File: config.mk
export PLATFORM = sky130hd
export DESIGN_NAME = nvc_top
export DESIGN_NICKNAME = d
export VERILOG_FILES = /design/src/nvc_pkg.sv /design/src/nvc_top.sv
export VERILOG_INCLUDE_DIRS = /design/src /design/src/src
export SDC_FILE = /design/constraint.sdc
export NUM_CORES = 1
export LEC_CHECK = 0
export BUFFER_PORTS_ARGS = -buffer_cell sky130_fd_sc_hd__buf_2
export CORE_ASPECT_RATIO = 1.2
export CORE_UTILIZATION = 54
export CTS_CLUSTER_SIZE = 24
export DETAILED_ROUTE_END_ITERATION = 8
export GPL_ROUTABILITY_DRIVEN = 0
export GPL_TIMING_DRIVEN = 0
export PLACE_DENSITY = 0.81
export SYNTH_ARGS = -nofsm -noshare
export SYNTH_HDL_FRONTEND = slang
export SYNTH_SLANG_ARGS = --single-unit
File: constraint.sdc
create_clock -name clk_i -period 4 [get_ports clk_i]
set_input_delay 1.2 -clock clk_i [delete_from_list [all_inputs] [get_ports clk_i]]
set_output_delay 1.2 -clock clk_i [all_outputs]
set_load 0.03 [all_outputs]
File: src/nvc_defs.svh
`ifndef NVC_DEFS_SVH
`define NVC_DEFS_SVH
// Register byte offsets
`define NVC_OFF_CMD     8'h00
`define NVC_OFF_CONTROL_REGISTER_A   8'h04
`define NVC_OFF_CTRLB   8'h08
`define NVC_OFF_ADDR    8'h0C
`define NVC_OFF_DATA    8'h10
`define NVC_OFF_STATUS  8'h14
`define NVC_OFF_INTST   8'h18
`define NVC_OFF_INTMSK  8'h1C
`define NVC_OFF_CCP     8'h20
`define NVC_OFF_LOCK    8'h24
`define NVC_OFF_FUSE    8'h28
`define NVC_OFF_MEMEN   8'h2C
`define NVC_OFF_WIN     8'h30
// Field positions
`define NVC_EXEC_BIT    0
`define NVC_AUTOINC_BIT 0
`define NVC_MEMEN_BIT   1
`define NVC_INT_DONE    0
`define NVC_INT_DENY    1
// Lock bit positions (1 = access allowed)
`define NVC_LK_EXT_WR   0
`define NVC_LK_EXT_RD   1
`define NVC_LK_BOOT_WR  2
`define NVC_LK_APP_WR   3
`define NVC_LK_TBL_WR   4
// Reset values
`define NVC_LOCK_RST    8'hFF
`define NVC_CMD_RST     4'h0
// Unlock key and window length in cycles
`define NVC_CCP_KEY     8'hA5
`define NVC_CCP_WIN     4'h8
// Flash section boundaries (word address)
`define NVC_TBL_START   24'h00E000
`define NVC_BOOT_START  24'h010000
`define NVC_APP_START   24'h000000
`endif

File: src/nvc_pkg.sv
package nvc_pkg;
   // Memory space selected by a command
   typedef enum logic [2:0] {
      SP_FLASH  = 3'h0,
      SP_EEPROM = 3'h1,
      SP_USIG   = 3'h2,
      SP_PSIG   = 3'h3,
      SP_FUSE   = 3'h4,
      SP_LOCK   = 3'h5,
      SP_CRC    = 3'h6,
      SP_NONE   = 3'h7
   } nvc_space_t;
   // Command code: space plus write flag (CRC: 1 = section)
   typedef struct packed {
      nvc_space_t space;
      logic       wr;
   } nvc_cmd_t;
   // Operation handed to the memory array
   typedef struct packed {
      nvc_cmd_t    cmd;
      logic [23:0] addr;
      logic [15:0] wdata;
   } nvc_mem_op_t;
   // Controller states, one-hot
   typedef enum logic [2:0] {
      ST_IDLE   = 3'b001,
      ST_BUSY   = 3'b010,
      ST_RDWAIT = 3'b100
   } nvc_state_t;
endpackage

File: src/nvc_top.sv
// The Wishbone slave port and the register addresses were left to the implementer.
`timescale 1ns/10ps
`include "nvc_defs.svh"
module nvc_top (
   // Clock and reset
   input  wire logic                 clk_i,
   input  wire logic                 rst_i,
   // Wishbone slave
   input  wire logic                 wb_cyc_i,
   input  wire logic                 wb_stb_i,
   input  wire logic                 wb_we_i,
   input  wire logic [7:0]           wb_adr_i,
   input  wire logic [3:0]           wb_sel_i,
   input  wire logic [31:0]          wb_dat_i,
   output      logic [31:0]          wb_dat_o,
   output      logic                 wb_ack_o,
   // Requester identity and debug port key
   input  wire logic                 requester_ext_i,
   input  wire logic                 key_valid_i,
   // Memory array side
   output      logic                 mem_req_o,
   output      nvc_pkg::nvc_mem_op_t mem_op_o,
   input  wire logic                 mem_done_i,
   input  wire logic [15:0]          mem_rdata_i,
   // Status outputs
   output      logic                 busy_o,
   output      logic                 app_read_block_o,
   output      logic                 mem_if_enable_o,
   output      logic [23:0]          reset_vec_o,
   output      logic                 irq_o
);

   //------------------------------------------------------------
   // Declarations
   //------------------------------------------------------------
   nvc_pkg::nvc_state_t state_q;       // Controller state
   nvc_pkg::nvc_cmd_t   cmd_q;         // Selected command
   logic [23:0]         addr_q;        // Memory address
   logic [15:0]         data_q;        // Memory data
   logic                autoinc_q;     // Address step after access
   logic [7:0]          lock_q;        // Lock settings
   logic                fuse_boot_q;   // Reset vector fuse
   logic                memen_q;       // Programming port enabled
   logic [1:0]          int_st_q;      // Sticky event flags
   logic [1:0]          int_msk_q;     // Event mask
   logic [3:0]          ccp_cnt_q;     // Unlock window counter
   logic                busy_q;        // Busy flag
   logic                req;           // New bus request
   logic                wr_acc;        // Bus write this cycle
   logic                rd_acc;        // Bus read this cycle
   logic                trig_act;      // Action trigger
   logic                trig_rd;       // Read trigger
   logic                trig_wr;       // Write trigger
   logic                trig;          // Any trigger
   logic [15:0]         op_wdata;      // Data for the new operation
   logic                permit;        // Privilege check result
   logic                ccp_ok;        // Unlock satisfied
   logic                start;         // Operation accepted
   logic                deny_evt;      // Trigger refused
   logic                done_evt;      // Operation completed
   logic                reg_wr_ok;     // Register writes allowed
   logic [31:0]         rd_mux;        // Register read data
   logic [31:0]         wmerge;        // Byte-lane merged write data
   logic [31:0]         addr_mrg;      // Address merged with written lanes
   logic [31:0]         data_mrg;      // Data merged with written lanes

   //------------------------------------------------------------
   // Helpers
   //------------------------------------------------------------
   // Merge written byte lanes into an old value
   function automatic logic [31:0] lane_merge(
      input logic [31:0] old_v,
      input logic [31:0] new_v,
      input logic [3:0]  sel);
      logic [31:0] r;
      r = old_v;
      for (int i = 0; i < 4; i++) begin
         if (sel[i]) begin
            r[i*8 +: 8] = new_v[i*8 +: 8];
         end
      end
      return r;
   endfunction

   // Privilege check per requester, space and lock setting
   function automatic logic access_ok(
      input nvc_pkg::nvc_cmd_t c,
      input logic              ext,
      input logic              en,
      input logic [23:0]       a,
      input logic [15:0]       wd,
      input logic [7:0]        lk);
      logic r;
      r = 1'b0;
      if (ext) begin
         // Programmer, once enabled: flash per lock bits, no production row writes or SP_NONE, all else allowed
         case (c.space)
            nvc_pkg::SP_FLASH: r = c.wr ? lk[`NVC_LK_EXT_WR]
                                        : lk[`NVC_LK_EXT_RD];
            nvc_pkg::SP_PSIG:  r = ~c.wr;
            nvc_pkg::SP_NONE:  r = 1'b0;
            default:           r = 1'b1;
         endcase
         r = r & en;
      end else begin
         // On-chip software
         case (c.space)
            nvc_pkg::SP_FLASH: begin
               if (!c.wr) begin
                  r = 1'b1;
               end else if (a >= `NVC_BOOT_START) begin
                  r = lk[`NVC_LK_BOOT_WR];
               end else if (a >= `NVC_TBL_START) begin
                  r = lk[`NVC_LK_TBL_WR];
               end else begin
                  r = lk[`NVC_LK_APP_WR];
               end
            end
            nvc_pkg::SP_EEPROM,
            nvc_pkg::SP_USIG:  r = 1'b1;
            nvc_pkg::SP_PSIG,
            nvc_pkg::SP_FUSE:  r = ~c.wr;
            nvc_pkg::SP_LOCK:  r = c.wr & ((wd[7:0] & ~lk) == 8'h00);
            nvc_pkg::SP_CRC:   r = 1'b1;
            default:           r = 1'b0;
         endcase
      end
      return r;
   endfunction

   //------------------------------------------------------------
   // Request decode and triggers
   //------------------------------------------------------------
   assign req    = wb_cyc_i & wb_stb_i & ~wb_ack_o &
                   (state_q != nvc_pkg::ST_RDWAIT);
   assign wr_acc = req & wb_we_i;
   assign rd_acc = req & ~wb_we_i;
   assign wmerge = lane_merge(32'h0000_0000, wb_dat_i, wb_sel_i);
   assign addr_mrg = lane_merge({8'h00, addr_q}, wb_dat_i, wb_sel_i);
   assign data_mrg = lane_merge({16'h0000, data_q}, wb_dat_i, wb_sel_i);

   // Execute bit starts checksum commands
   assign trig_act = wr_acc & (wb_adr_i == `NVC_OFF_CONTROL_REGISTER_A) &
                     wmerge[`NVC_EXEC_BIT] &
                     (cmd_q.space == nvc_pkg::SP_CRC);
   // Window read starts read commands
   assign trig_rd  = rd_acc & (wb_adr_i == `NVC_OFF_WIN) & ~cmd_q.wr &
                     (cmd_q.space != nvc_pkg::SP_CRC);
   // Window write starts write commands
   assign trig_wr  = wr_acc & (wb_adr_i == `NVC_OFF_WIN) & cmd_q.wr &
                     (cmd_q.space != nvc_pkg::SP_CRC);
   assign trig     = trig_act | trig_rd | trig_wr;
   assign op_wdata = trig_wr ? wb_dat_i[15:0] : data_q;

   // All spaces funnel through this single check and start
   assign permit   = access_ok(cmd_q, requester_ext_i, memen_q,
                               addr_q, op_wdata, lock_q);
   // Software action and write triggers need an open unlock window
   assign ccp_ok   = requester_ext_i | trig_rd | (ccp_cnt_q != 4'h0);
   // Any running operation refuses new triggers
   assign start    = trig & permit & ccp_ok & ~busy_q;
   assign deny_evt = trig & ~start;
   assign done_evt = mem_done_i & busy_q;
   assign reg_wr_ok = wr_acc & ~busy_q;

   //------------------------------------------------------------
   // Controller state
   //------------------------------------------------------------
   // Idle, running, or running with a bus read waiting on it
   always_ff @(posedge clk_i) begin
      if (rst_i) begin
         state_q <= nvc_pkg::ST_IDLE;
      end else begin
         case (state_q)
            nvc_pkg::ST_IDLE: begin
               if (start && trig_rd) begin
                  state_q <= nvc_pkg::ST_RDWAIT;
               end else if (start) begin
                  state_q <= nvc_pkg::ST_BUSY;
               end
            end
            nvc_pkg::ST_BUSY,
            nvc_pkg::ST_RDWAIT: begin
               if (mem_done_i) begin
                  state_q <= nvc_pkg::ST_IDLE;
               end
            end
            default: state_q <= nvc_pkg::ST_IDLE;
         endcase
      end
   end

   // Busy flag and programming read block
   always_ff @(posedge clk_i) begin
      if (rst_i) begin
         busy_q           <= 1'b0;
         app_read_block_o <= 1'b0;
      end else if (start) begin
         busy_q           <= 1'b1;
         // Every window-triggered write, in any space, stalls the application section;
         // boot code keeps fetching meanwhile
         app_read_block_o <= trig_wr;
      end else if (done_evt) begin
         busy_q           <= 1'b0;
         app_read_block_o <= 1'b0;
      end
   end
   assign busy_o = busy_q;

   // Operation handed to the memory array
   always_ff @(posedge clk_i) begin
      if (rst_i) begin
         mem_req_o <= 1'b0;
         mem_op_o  <= '0;
      end else begin
         mem_req_o <= start;
         if (start) begin
            mem_op_o.cmd   <= cmd_q;
            mem_op_o.addr  <= addr_q;
            mem_op_o.wdata <= op_wdata;
         end
      end
   end

   //------------------------------------------------------------
   // Software registers
   //------------------------------------------------------------
   // Command, control B and address; frozen while busy
   always_ff @(posedge clk_i) begin
      if (rst_i) begin
         cmd_q     <= nvc_pkg::nvc_cmd_t'(`NVC_CMD_RST);
         autoinc_q <= 1'b0;
         addr_q    <= 24'h00_0000;
      end else begin
         if (reg_wr_ok && wb_adr_i == `NVC_OFF_CMD && wb_sel_i[0]) begin
            cmd_q <= nvc_pkg::nvc_cmd_t'(wb_dat_i[3:0]);
         end
         if (reg_wr_ok && wb_adr_i == `NVC_OFF_CTRLB && wb_sel_i[0]) begin
            autoinc_q <= wb_dat_i[`NVC_AUTOINC_BIT];
         end
         if (reg_wr_ok && wb_adr_i == `NVC_OFF_ADDR) begin
            addr_q <= addr_mrg[23:0];
         end else if (done_evt && autoinc_q &&
                      mem_op_o.cmd.space != nvc_pkg::SP_CRC) begin
            addr_q <= addr_q + 24'h00_0001;
         end
      end
   end

   // Data register: written by software, loaded by reads and checksums
   always_ff @(posedge clk_i) begin
      if (rst_i) begin
         data_q <= 16'h0000;
      end else if (done_evt && !mem_op_o.cmd.wr) begin
         data_q <= mem_rdata_i;
      end else if (done_evt && mem_op_o.cmd.space == nvc_pkg::SP_CRC) begin
         data_q <= mem_rdata_i;
      end else if (reg_wr_ok && (wb_adr_i == `NVC_OFF_DATA ||
                                 wb_adr_i == `NVC_OFF_WIN)) begin
         data_q <= data_mrg[15:0];
      end
   end

   // Lock and fuse settings, changed only by completed writes
   always_ff @(posedge clk_i) begin
      if (rst_i) begin
         lock_q      <= `NVC_LOCK_RST;
         fuse_boot_q <= 1'b0;
      end else if (done_evt && mem_op_o.cmd.wr) begin
         if (mem_op_o.cmd.space == nvc_pkg::SP_LOCK) begin
            lock_q <= mem_op_o.wdata[7:0];
         end
         if (mem_op_o.cmd.space == nvc_pkg::SP_FUSE) begin
            fuse_boot_q <= mem_op_o.wdata[0];
         end
      end
   end

   // Reset vector from the fuse
   always_ff @(posedge clk_i) begin
      if (rst_i) begin
         reset_vec_o <= `NVC_APP_START;
      end else begin
         reset_vec_o <= fuse_boot_q ? `NVC_BOOT_START
                                    : `NVC_APP_START;
      end
   end

   // Unlock window: opened by the key, closed by use or timeout
   always_ff @(posedge clk_i) begin
      if (rst_i) begin
         ccp_cnt_q <= 4'h0;
      end else if (wr_acc && wb_adr_i == `NVC_OFF_CCP && wb_sel_i[0] &&
                   wb_dat_i[7:0] == `NVC_CCP_KEY) begin
         ccp_cnt_q <= `NVC_CCP_WIN;
      end else if (start) begin
         ccp_cnt_q <= 4'h0;
      end else if (ccp_cnt_q != 4'h0) begin
         ccp_cnt_q <= ccp_cnt_q - 4'h1;
      end
   end

   // Programming port enable: key sets, a write of one clears
   always_ff @(posedge clk_i) begin
      if (rst_i) begin
         memen_q <= 1'b0;
      end else if (key_valid_i) begin
         memen_q <= 1'b1;
      end else if (wr_acc && wb_adr_i == `NVC_OFF_MEMEN &&
                   wb_sel_i[0] && wb_dat_i[`NVC_MEMEN_BIT]) begin
         memen_q <= 1'b0;
      end
   end
   assign mem_if_enable_o = memen_q;

   //------------------------------------------------------------
   // Interrupts
   //------------------------------------------------------------
   // Sticky flags, write one to clear, new events win
   always_ff @(posedge clk_i) begin
      if (rst_i) begin
         int_st_q  <= 2'b00;
         int_msk_q <= 2'b00;
      end else begin
         int_st_q <= (int_st_q &
                      ~((wr_acc && wb_adr_i == `NVC_OFF_INTST &&
                         wb_sel_i[0]) ? wb_dat_i[1:0] : 2'b00)) |
                     {deny_evt, done_evt};
         if (wr_acc && wb_adr_i == `NVC_OFF_INTMSK && wb_sel_i[0]) begin
            int_msk_q <= wb_dat_i[1:0];
         end
      end
   end

   // Level interrupt output
   always_ff @(posedge clk_i) begin
      if (rst_i) begin
         irq_o <= 1'b0;
      end else begin
         irq_o <= |(int_st_q & int_msk_q);
      end
   end

   //------------------------------------------------------------
   // Bus answer
   //------------------------------------------------------------
   // Register read multiplexer; unmapped reads return zero
   always_comb begin
      rd_mux = 32'h0000_0000;
      case (wb_adr_i)
         `NVC_OFF_CMD:    rd_mux = {28'h000_0000, cmd_q};
         `NVC_OFF_CTRLB:  rd_mux = {31'h0000_0000, autoinc_q};
         `NVC_OFF_ADDR:   rd_mux = {8'h00, addr_q};
         `NVC_OFF_DATA:   rd_mux = {16'h0000, data_q};
         `NVC_OFF_STATUS: rd_mux = {30'h0000_0000, memen_q, busy_q};
         `NVC_OFF_INTST:  rd_mux = {30'h0000_0000, int_st_q};
         `NVC_OFF_INTMSK: rd_mux = {30'h0000_0000, int_msk_q};
         `NVC_OFF_CCP:    rd_mux = {31'h0000_0000, ccp_cnt_q != 4'h0};
         `NVC_OFF_LOCK:   rd_mux = {24'h00_0000, lock_q};
         `NVC_OFF_FUSE:   rd_mux = {31'h0000_0000, fuse_boot_q};
         `NVC_OFF_MEMEN:  rd_mux = {30'h0000_0000, memen_q, 1'b0};
         default:         rd_mux = 32'h0000_0000;
      endcase
   end

   // Ack next cycle, except started memory reads wait for the array
   always_ff @(posedge clk_i) begin
      if (rst_i) begin
         wb_ack_o <= 1'b0;
         wb_dat_o <= 32'h0000_0000;
      end else if (state_q == nvc_pkg::ST_RDWAIT) begin
         wb_ack_o <= mem_done_i;
         wb_dat_o <= {16'h0000, mem_rdata_i};
      end else begin
         wb_ack_o <= req & ~(start & trig_rd);
         wb_dat_o <= rd_acc ? rd_mux : 32'h0000_0000;
      end
   end

endmodule // nvc_top

==> results of run 1 <==
[metal layers]
metal / routed length (µm) / global-route usage [%] / share of wire [%] / vias up
met5: 0 / 0 / 0 / -
met4: 1510 / 24.2 / 6.6 / 0
met3: 2320 / 6.83 / 10 / 120
met2: 10500 / 53.2 / 46 / 523
met1: 8680 / 42.4 / 38 / 3428
li1: - / - / - / 3418
[repair_timing]
action / 4_1_cts / 5_1_grt
endpoints found under the setup margin: 46 / 36
pin swaps: 1 / 0
hold endpoints to repair: 0 / 0
gates resized for setup: 1 / 5
setup buffers: 3 / 0
[power groups by stage]
stage,logic [mW],clock network [mW],registers (mW)
floorplan,0.207,0,1.46
global placement,0.294,0,1.46
detailed placement,0.303,0,1.46
CTS,0.305,1.51,1.43
global route,0.339,1.57,1.43
finish,0.314,1.51,1.43
[metrics by stage]
| step | setup slack [ns] | util [%] | hold slack [ns] | std cells |
|---|---|---|---|---|
| after floorplan | 0.385 | - | 0.459 | 880 |
| after global placement | -0.507 | 62.9 | 0.456 | 1175 |
| after detailed placement | -0.549 | 63.0 | 0.459 | 1176 |
| after CTS | 0.0350 | 67.7 | 0.467 | 1211 |
| after global routing | 0.0339 | 67.9 | 0.488 | 1211 |
| final | 0.0767 | 67.9 | 0.465 | 1211 |
[area by class of cell]
| cell class | instances | share of cell area [%] |
|---|---|---|
| buffer | 90 | 5.54 |
| inverter | 5 | 0.219 |
| sequential | 140 | 32.7 |
| multi-input combinational | 645 | 44.5 |
| clock buffer | 19 | 5.17 |
| tap | 164 | 2.40 |
| clock inverter | 13 | 1.39 |
| timing repair buffer | 135 | 8.05 |
[final timing paths]
kind,end,slack (ns),from
hold / removal,mem_op_o[22],0.47,mem_op_o[22]
setup reg to reg,mem_op_o[38],0.55,state_q[2]
setup / recovery,mem_op_o[8],0.08,wb_adr_i[1]
hold reg to reg,mem_op_o[22],0.47,mem_op_o[22]
[worst reg2reg max path: stages (launching register included)]
cell and delay (ns):
dfxtp_1 0.41, nor3b_2 0.76, or4_4 0.28, or3_1 0.16, a32oi_1 0.09, and3_1 0.22
o21ai_0 0.30, clkbuf_1 0.42, clkbuf_1 0.41, nand3_1 0.15, a21oi_1 0.17
[registers in the layout (all words and copies together), names as in the netlist, 2 cells and up]
signal	flops
state_q	3
wb_dat_o	24
addr_q	24
lock_q	8
data_q	16
int_msk_q	2
mem_op_o	44
ccp_cnt_q	4
int_st_q	2
cmd_q	4
[cell families (layout without fill, tap and decap cells)]
kind of cell    Yosys count  in the layout
buf+inv                  95            262
mux                      41             41
simple gates            330            330
xor+xnor                  6              6
flops                   140            140
fa+ha+maj                 4              4
other cells               1             31
compound gates          233            233
[synthesized netlist by cell type (5+ instances only)]
master	n	area, µm²
nor2_1	87	327
nor2b_1	14	87.6
and3_1	9	56.3
buf_4	33	248
nor3_1	34	170
a211oi_1	27	203
o22ai_1	5	31.3
or3_1	5	31.3
o221ai_1	5	43.8
nand3_1	47	235
and2_1	10	62.6
nand2b_1	9	56.3
clkbuf_1	45	169
nand2_1	66	248
nand4_1	11	68.8
a22o_1	8	70.1
inv_1	5	18.8
a21oi_1	80	400
dfxtp_1	140	2800
a222oi_1	9	90.1
a22oi_1	15	113
nand3b_1	9	67.6
mux2i_1	40	400
buf_2	8	40.0
nor4_1	11	68.8
o21ai_0	45	225
a211o_1	9	78.8
nor3b_1	5	37.5
[placed cells by master (no fill, tap or decap), drive strengths merged, types with 4 or more instances in the layout]
cell / netlist / layout
a211o: 9 / 9
a211oi: 27 / 27
a21oi: 80 / 80
a222oi: 9 / 9
a22o: 8 / 8
a22oi: 15 / 15
a31oi: 4 / 4
and2: 10 / 10
and3: 9 / 9
buf: 45 / 178
clkbuf: 45 / 65
clkinv: 0 / 6
clkinvlp: 0 / 4
conb: 1 / 31
dfxtp: 140 / 140
ha: 4 / 4
inv: 5 / 7
mux2i: 40 / 40
nand2: 66 / 66
nand2b: 9 / 9
nand3: 47 / 47
nand3b: 9 / 9
nand4: 11 / 11
nor2: 87 / 87
nor2b: 14 / 14
nor3: 34 / 34
nor3b: 6 / 6
nor4: 12 / 12
o21ai: 45 / 45
o221ai: 5 / 5
o22ai: 5 / 5
or3: 5 / 5
xnor2: 4 / 4
==> key figures, run 1 <==
Clocking
  – CTS clock-pin slew for the worst setup and hold paths: ~0.060 ns
  – CTS buffer count: 17
  – Post-CTS Hold Buffers: 0
  – Clk buf depth: 2
  – Root Buffer: clkbuf_16
  – CTS tree: done
  – Htree depth: 4
  – Clk_lat worst skew: about 0.42 ns
  – Clock Sinks: 140

Routing
  – Post-route ant nets: 0
  – DRC viols: 0
  – Initial drt markers: roughly 900
  – Routed wire per std cell: 19.0 µm
  – First-pass DRT Iterations: 9
  – Via density: just over 6
  – Via count: between 7,000 and 8,000
  – WL final: between 20 and 25 mm

Setup path
  – Worst setup SP type: input port
  – CP delay by family, top: simple AND/OR/NAND/NOR gates
  – Worst reg2reg path depth: 10
  – Critical path endpoint category: flip-flop
  – Critical path depth: 11
  – CP max FO: 10
  – Critical path, cell by cell: buf_2 > nor4_4 > nand3_1 > nor3_1 > buf_4 > mux2i_1 > o221ai_1 > or4_4 > nand2_1 > clkbuf_4 > a211oi_1
  – Arrival @ worst endpoint: 4.19 ns
  – WP buf/inv: 3
  – CP max stage delay: between 0.6 and 0.7 ns
  – Req. time, crit path: between 4 and 5 ns
  – Crit-path slowest cell: or4_4
  – Worst Setup Path Type: input port to flip-flop

Power and ir drop
  – Peak supply drop: roughly 0.24 mV
  – Cell internal pwr: 2.40 mW
  – Switching Share: 26.0%
  – Sequential power share: 43.9%
  – Clock share of power: 46.4%
  – LEAKAGE: 3.25 nW
  – Sw Pwr: approximately 0.84 mW
  – Total power: 3.25 mW
  – Combinational fraction of design power: about a tenth
  – Power Density: roughly 380 nW/µm²

STA
  – Max_slew headroom: ~17%
  – Max-slew violations: 0
  – TNS Setup: 0 ns
  – Fin. Hold Viols: 0
  – Max frequency: between 0.2 and 0.3 GHz
  – Final setup fails: 0
  – Crit share post-route: a little over nine tenths
  – Min Tclk post-route: between 3 and 4 ns
  – RSZ-0062 raised after global routing: no
  – Worst slew pin tran: between 1 and 1.5 ns
  – Clk_skew: roughly 0.0075 ns

Die
  – Area of the die: approximately 13,000 µm²
  – Core Area: around 13,000 µm²
  – # rows: 45
  – I/O Pins: 174
  – Die X: between 100 and 150 µm
  – Die height: 126 µm
  – Starting density of the core: 55.2%

Global routing
  – Vias in the first global route: around 7,000
  – Total track usage: roughly a third
  – Antenna violations before repair: 0
  – Total global routing overflow: 0
  – Pin count of the biggest net entering global routing: 17
  – First-pass GRT wire length: 35.5 mm

Finish
  – Design Area, Final: around 8600 µm²
  – Register Area: 2800 µm²
  – Share of cells above drive strength 1: about a fifth
  – Multi-input gate area: about 3800 µm²
  – Layout area overhead: 23.0%
  – Fill cells: ~1,100
  – Nets: 1,106
  – Antenna diodes: 0

Yosys
  – YS warnings: 0
  – Compound-gate portion of the synthesized area: a little over a fifth
  – Mux share of post-synthesis cell area: about 5.9%
  – Flops & latches, synth: between 100 and 150
  – Yosys cell types: 63
  – Simple-Gate Fraction of Synth Area: between 20% and 30%
  – Sequential area share after synthesis: ~40%
  – Adder-Cell Fraction of Synth Area: less than 1%
  – XOR/XNOR share of the synthesized area: less than 1%
  – Post-synth EDFFs: 0
  – Syn avg cell area: around 8 µm²
  – Main combinational cell family by area after synthesis: simple AND/OR/NAND/NOR gates
  – Ys flop type: dfxtp_1
  – Syn Inst Count: 850
  – Syn Std Cell Area: between 6000 and 7000 µm²
  – Ys async rst share: 0%

Placement
  – Placed inst area: between 7000 and 8000 µm²
  – Port Buf Inserts: roughly 130
  – DP HPWL: about 16 mm

Min path
  – Hold-critical path depth: 2
  – Hold WC Path Type: flip-flop to flip-flop

Job
  – Maxcap violations: 0

Outcome
  – Status: complete, no violations
(Power assumes the default switching activity.)
==> run 2, diff against run 1 <==
--- a/config.mk
+++ b/config.mk
@@ -6,6 +6,7 @@
 export SDC_FILE = /design/constraint.sdc
 export NUM_CORES = 1
 export LEC_CHECK = 0
+export ABC_AREA = 1
 export BUFFER_PORTS_ARGS = -buffer_cell sky130_fd_sc_hd__buf_2
 export CORE_ASPECT_RATIO = 1.2
 export CORE_UTILIZATION = 54
==> key figures, run 2 <==
Power and ir drop
  – Peak supply drop: 0.218 mV (was 0.235 mV)
  – Power Density: 395 nW/µm² (was 379 nW/µm²)
  – LEAKAGE: 3.85 nW (was 3.25 nW)

Yosys
  – Compound-gate portion of the synthesized area: 19.0% (was 21.6%)
  – XOR/XNOR share of the synthesized area: 1.74% (was 0.755%)
  – Post-synth top area cell: dfxtp_1 (unchanged)
  – Synth top area cells: dfxtp_1 (40%), nand2_1 (13%), inv_1 (5.8%) (was dfxtp_1 (40%), a21oi_1 (5.8%), mux2i_1 (5.8%))
  – Adder-Cell Fraction of Synth Area: 0.712% (was 0.719%)
  – Sequential area share after synthesis: 39.9% (was 40.3%)
  – Top cells by count, synth: nand2_1 (248), dfxtp_1 (140), inv_1 (109) (was dfxtp_1 (140), nor2_1 (87), a21oi_1 (80))
  – Syn Inst Count: 992 (was 850)
  – Syn avg cell area: 7.09 µm² (was 8.19 µm²)
  – Top-area cell type share of the netlist area: 39.9% (was 40.3%)
  – Ys flop type: dfxtp_1 (unchanged)
  – Yosys cell types: 43 (was 63)
  – Syn Std Cell Area: 7030 µm² (was 6960 µm²)
  – Flops & latches, synth: 140 (unchanged)
  – Mux share of post-synthesis cell area: 0% (was 5.91%)
  – Ys async rst share: 0% (unchanged)
  – Post-synth EDFFs: 0 (unchanged)
  – Main combinational cell family by area after synthesis: simple AND/OR/NAND/NOR gates (unchanged)
  – Simple-Gate Fraction of Synth Area: 26.2% (was 23.6%)
  – Most instantiated library cell after synthesis: nand2_1 (was dfxtp_1)
  – YS warnings: 0 (unchanged)

STA
  – Min Tclk post-route: 3.43 ns (was 3.92 ns)
  – Fin. Hold Viols: 0 (unchanged)
  – Clk_skew: 0.00964 ns (was 0.00751 ns)
  – Max frequency: 0.291 GHz (was 0.255 GHz)
  – Worst slew pin tran: 0.943 ns (was 1.24 ns)
  – Final critical-path setup slack: 0.568 ns (was 0.0767 ns)
  – Final setup fails: 0 (unchanged)
  – RSZ-0062 raised after global routing: no (unchanged)
  – TNS Setup: 0 ns (unchanged)
  – Crit share post-route: 85.8% (was 98.1%)
  – Max-slew violations: 0 (unchanged)
  – Max_slew headroom: 36.7% (was 16.7%)

Routing
  – Via count: 7,512 (was 7,489)
  – WL final: 21.7 mm (was 23.0 mm)
  – Post-route ant nets: 0 (unchanged)
  – DRC viols: 0 (unchanged)
  – Via density: 5.56 (was 6.18)
  – Routed wire per std cell: 16.1 µm (was 19.0 µm)
  – Initial drt markers: 750 (was 896)
  – First-pass DRT Iterations: 5 (was 9)

Global routing
  – Vias in the first global route: 6,889 (was 6,854)
  – Total global routing overflow: 0 (unchanged)
  – Antenna violations before repair: 0 (unchanged)
  – Total track usage: 32.6% (was 34.2%)
  – First-pass GRT wire length: 34.1 mm (was 35.5 mm)
  – Pin count of the biggest net entering global routing: 17 (unchanged)

Finish
  – Antenna diodes: 0 (unchanged)
  – Fill cells: 1,130 (was 1,081)
  – Nets: 1,245 (was 1,106)
  – Layout area overhead: 22.8% (was 23.0%)
  – Commonest non-fill, non-tap cell in the layout: nand2_1 (was dfxtp_1)
  – Most frequent cells in the layout: nand2_1 (248), buf_2 (140), dfxtp_1 (140), inv_1 (109), o21ai_0 (79) (was dfxtp_1 (140), buf_2 (138), nor2_1 (87), a21oi_1 (80), nand2_1 (66))
  – Top Registers: mem_op_o: 44 flops, addr_q: 24 flops, wb_dat_o: 24 flops (unchanged)
  – Largest register FFs: 44 (unchanged)
  – Design Area, Final: 8630 µm² (was 8560 µm²)
  – Final core occ: 68.1% (was 67.9%)
  – Share of cells above drive strength 1: 20.8% (was 21.3%)
  – Reg with most FFs: mem_op_o (unchanged)

Setup path
  – Req. time, crit path: 4.35 ns (was 4.27 ns)
  – CP max stage delay: 0.74 ns (was 0.61 ns)
  – Worst Setup Path Type: input port to flip-flop (unchanged)
  – Critical path endpoint category: flip-flop (unchanged)
  – Arrival @ worst endpoint: 3.78 ns (was 4.19 ns)
  – Crit-path slowest cell: nor3_1 (was or4_4)
  – Worst setup SP type: input port (unchanged)
  – CP max FO: 10 (unchanged)
  – Critical path, cell by cell: buf_2 > inv_1 > nand2_1 > nor3_1 > nand2_1 > a21oi_1 > a21oi_1 > inv_1 > buf_2 > o21ai_0 > a31oi_1 (was buf_2 > nor4_4 > nand3_1 > nor3_1 > buf_4 > mux2i_1 > o221ai_1 > or4_4 > nand2_1 > clkbuf_4 > a211oi_1)

Die
  – Die height: 127 µm (was 126 µm)
  – Core Area: 12,700 µm² (was 12,600 µm²)
  – Starting density of the core: 55.5% (was 55.2%)
  – I/O Pins: 174 (unchanged)
  – Die X: 106 µm (about the same)
  – # rows: 45 (unchanged)
  – Area of the die: 13,500 µm² (was 13,400 µm²)

Clocking
  – Postcts setup bufs: 0 (was 3)
  – Post-CTS Hold Buffers: 0 (unchanged)
  – CTS tree: done (unchanged)
  – Clk_lat worst skew: 0.42 ns (about the same)
  – Clk buf depth: 2 (unchanged)
  – CTS clock-pin slew for the worst setup and hold paths: 0.06 ns (about the same)
  – Root Buffer: clkbuf_16 (unchanged)
  – Post-cts sizing count: 0 (was 1)
  – CTS buffer count: 17 (unchanged)
  – Htree depth: 4 (unchanged)
  – Clock Sinks: 140 (unchanged)

Placement
  – Port Buf Inserts: 132 (was 131)
  – DP HPWL: 16.3 mm (was 16.4 mm)
  – Placed inst area: 8010 µm² (was 7950 µm²)
  – Pre-CTS setup slack: 0.349 ns (was -0.549 ns)

Min path
  – Hold WC Path Type: flip-flop to flip-flop (unchanged)

Job
  – Maxcap violations: 0 (unchanged)

Outcome
  – Status: complete, no violations (unchanged)
[run 2: cell types whose count changed in the layout (fill, tap and decap cells not counted), moves of 15 or more]
cell,previous run,this run
nor2_1,87,57
inv_1,5,109
a21oi_1,80,58
clkbuf_1,46,25
a22oi_1,15,0
o21ai_0,45,79
nand2_1,66,248
a211oi_1,27,1
a31oi_1,4,19
o21ai_1,0,16
mux2i_1,40,0
[run 2: path summary, 6_finish.rpt]
kind	from	to	slack, ns	cells after the start
worst min register to register	fuse_boot_q	reset_vec_o[16]	0.45	2
worst max-delay path	wb_adr_i[6]	data_q[14]	0.57	11
worst min-delay path	fuse_boot_q	reset_vec_o[16]	0.45	2
worst max register to register	busy_o	data_q[14]	1.24	9
[run 2: per-stage QoR]
stage	power, mW	cells	hold WS [ns]
3_3_place_gp	1.78	1318	0.441
5_1_grt	3.51	1350	0.463
2_1_floorplan	1.69	1022	0.425
3_5_place_dp	1.79	1318	0.441
6_report	3.41	1350	0.445
4_1_cts	3.41	1350	0.449
[run 2: final cells by class]
cell class	instances	area [µm²]	area share, %
Inverter	117	444	5.14
Timing Repair Buffer	132	661	7.65
Buffer	68	427	4.94
Clock buffer	23	488	5.65
Tap cell	164	205	2.38
Clock inverter	9	135	1.57
Multi-Input combinational cell	697	3470	40.2
Sequential cell	140	2800	32.5
[run 2: kinds of logic (layout without fill, tap and decap cells)]
| family | count (synthesis) | count (layout) |
|---|---|---|
| fa+ha+maj | 4 | 4 |
| xor+xnor | 14 | 14 |
| buf+inv | 185 | 349 |
| compound gates | 230 | 230 |
| other cells | 1 | 31 |
| flops | 140 | 140 |
| simple gates | 418 | 418 |
[run 2: layer usage]
layer	wire [µm]	up-vias	track usage, %
met3	2140	89	5.92
li1	-	3592	-
met5	0	-	0
met2	10200	447	53.4
met4	1000	0	18.5
met1	8320	3384	40.2
[run 2: report_power, final]
group          internal (mW)  switching [mW]  leakage, nW
combinational          0.107           0.224         2.43
sequential              1.42          0.0171         1.13
clock                   1.05           0.597        0.296
[run 2: critical path, delay by kind of cell]
kind	cells	cell delay, ns
buf+inv	4	0.59
compound gates	4	0.73
simple gates	3	1.24
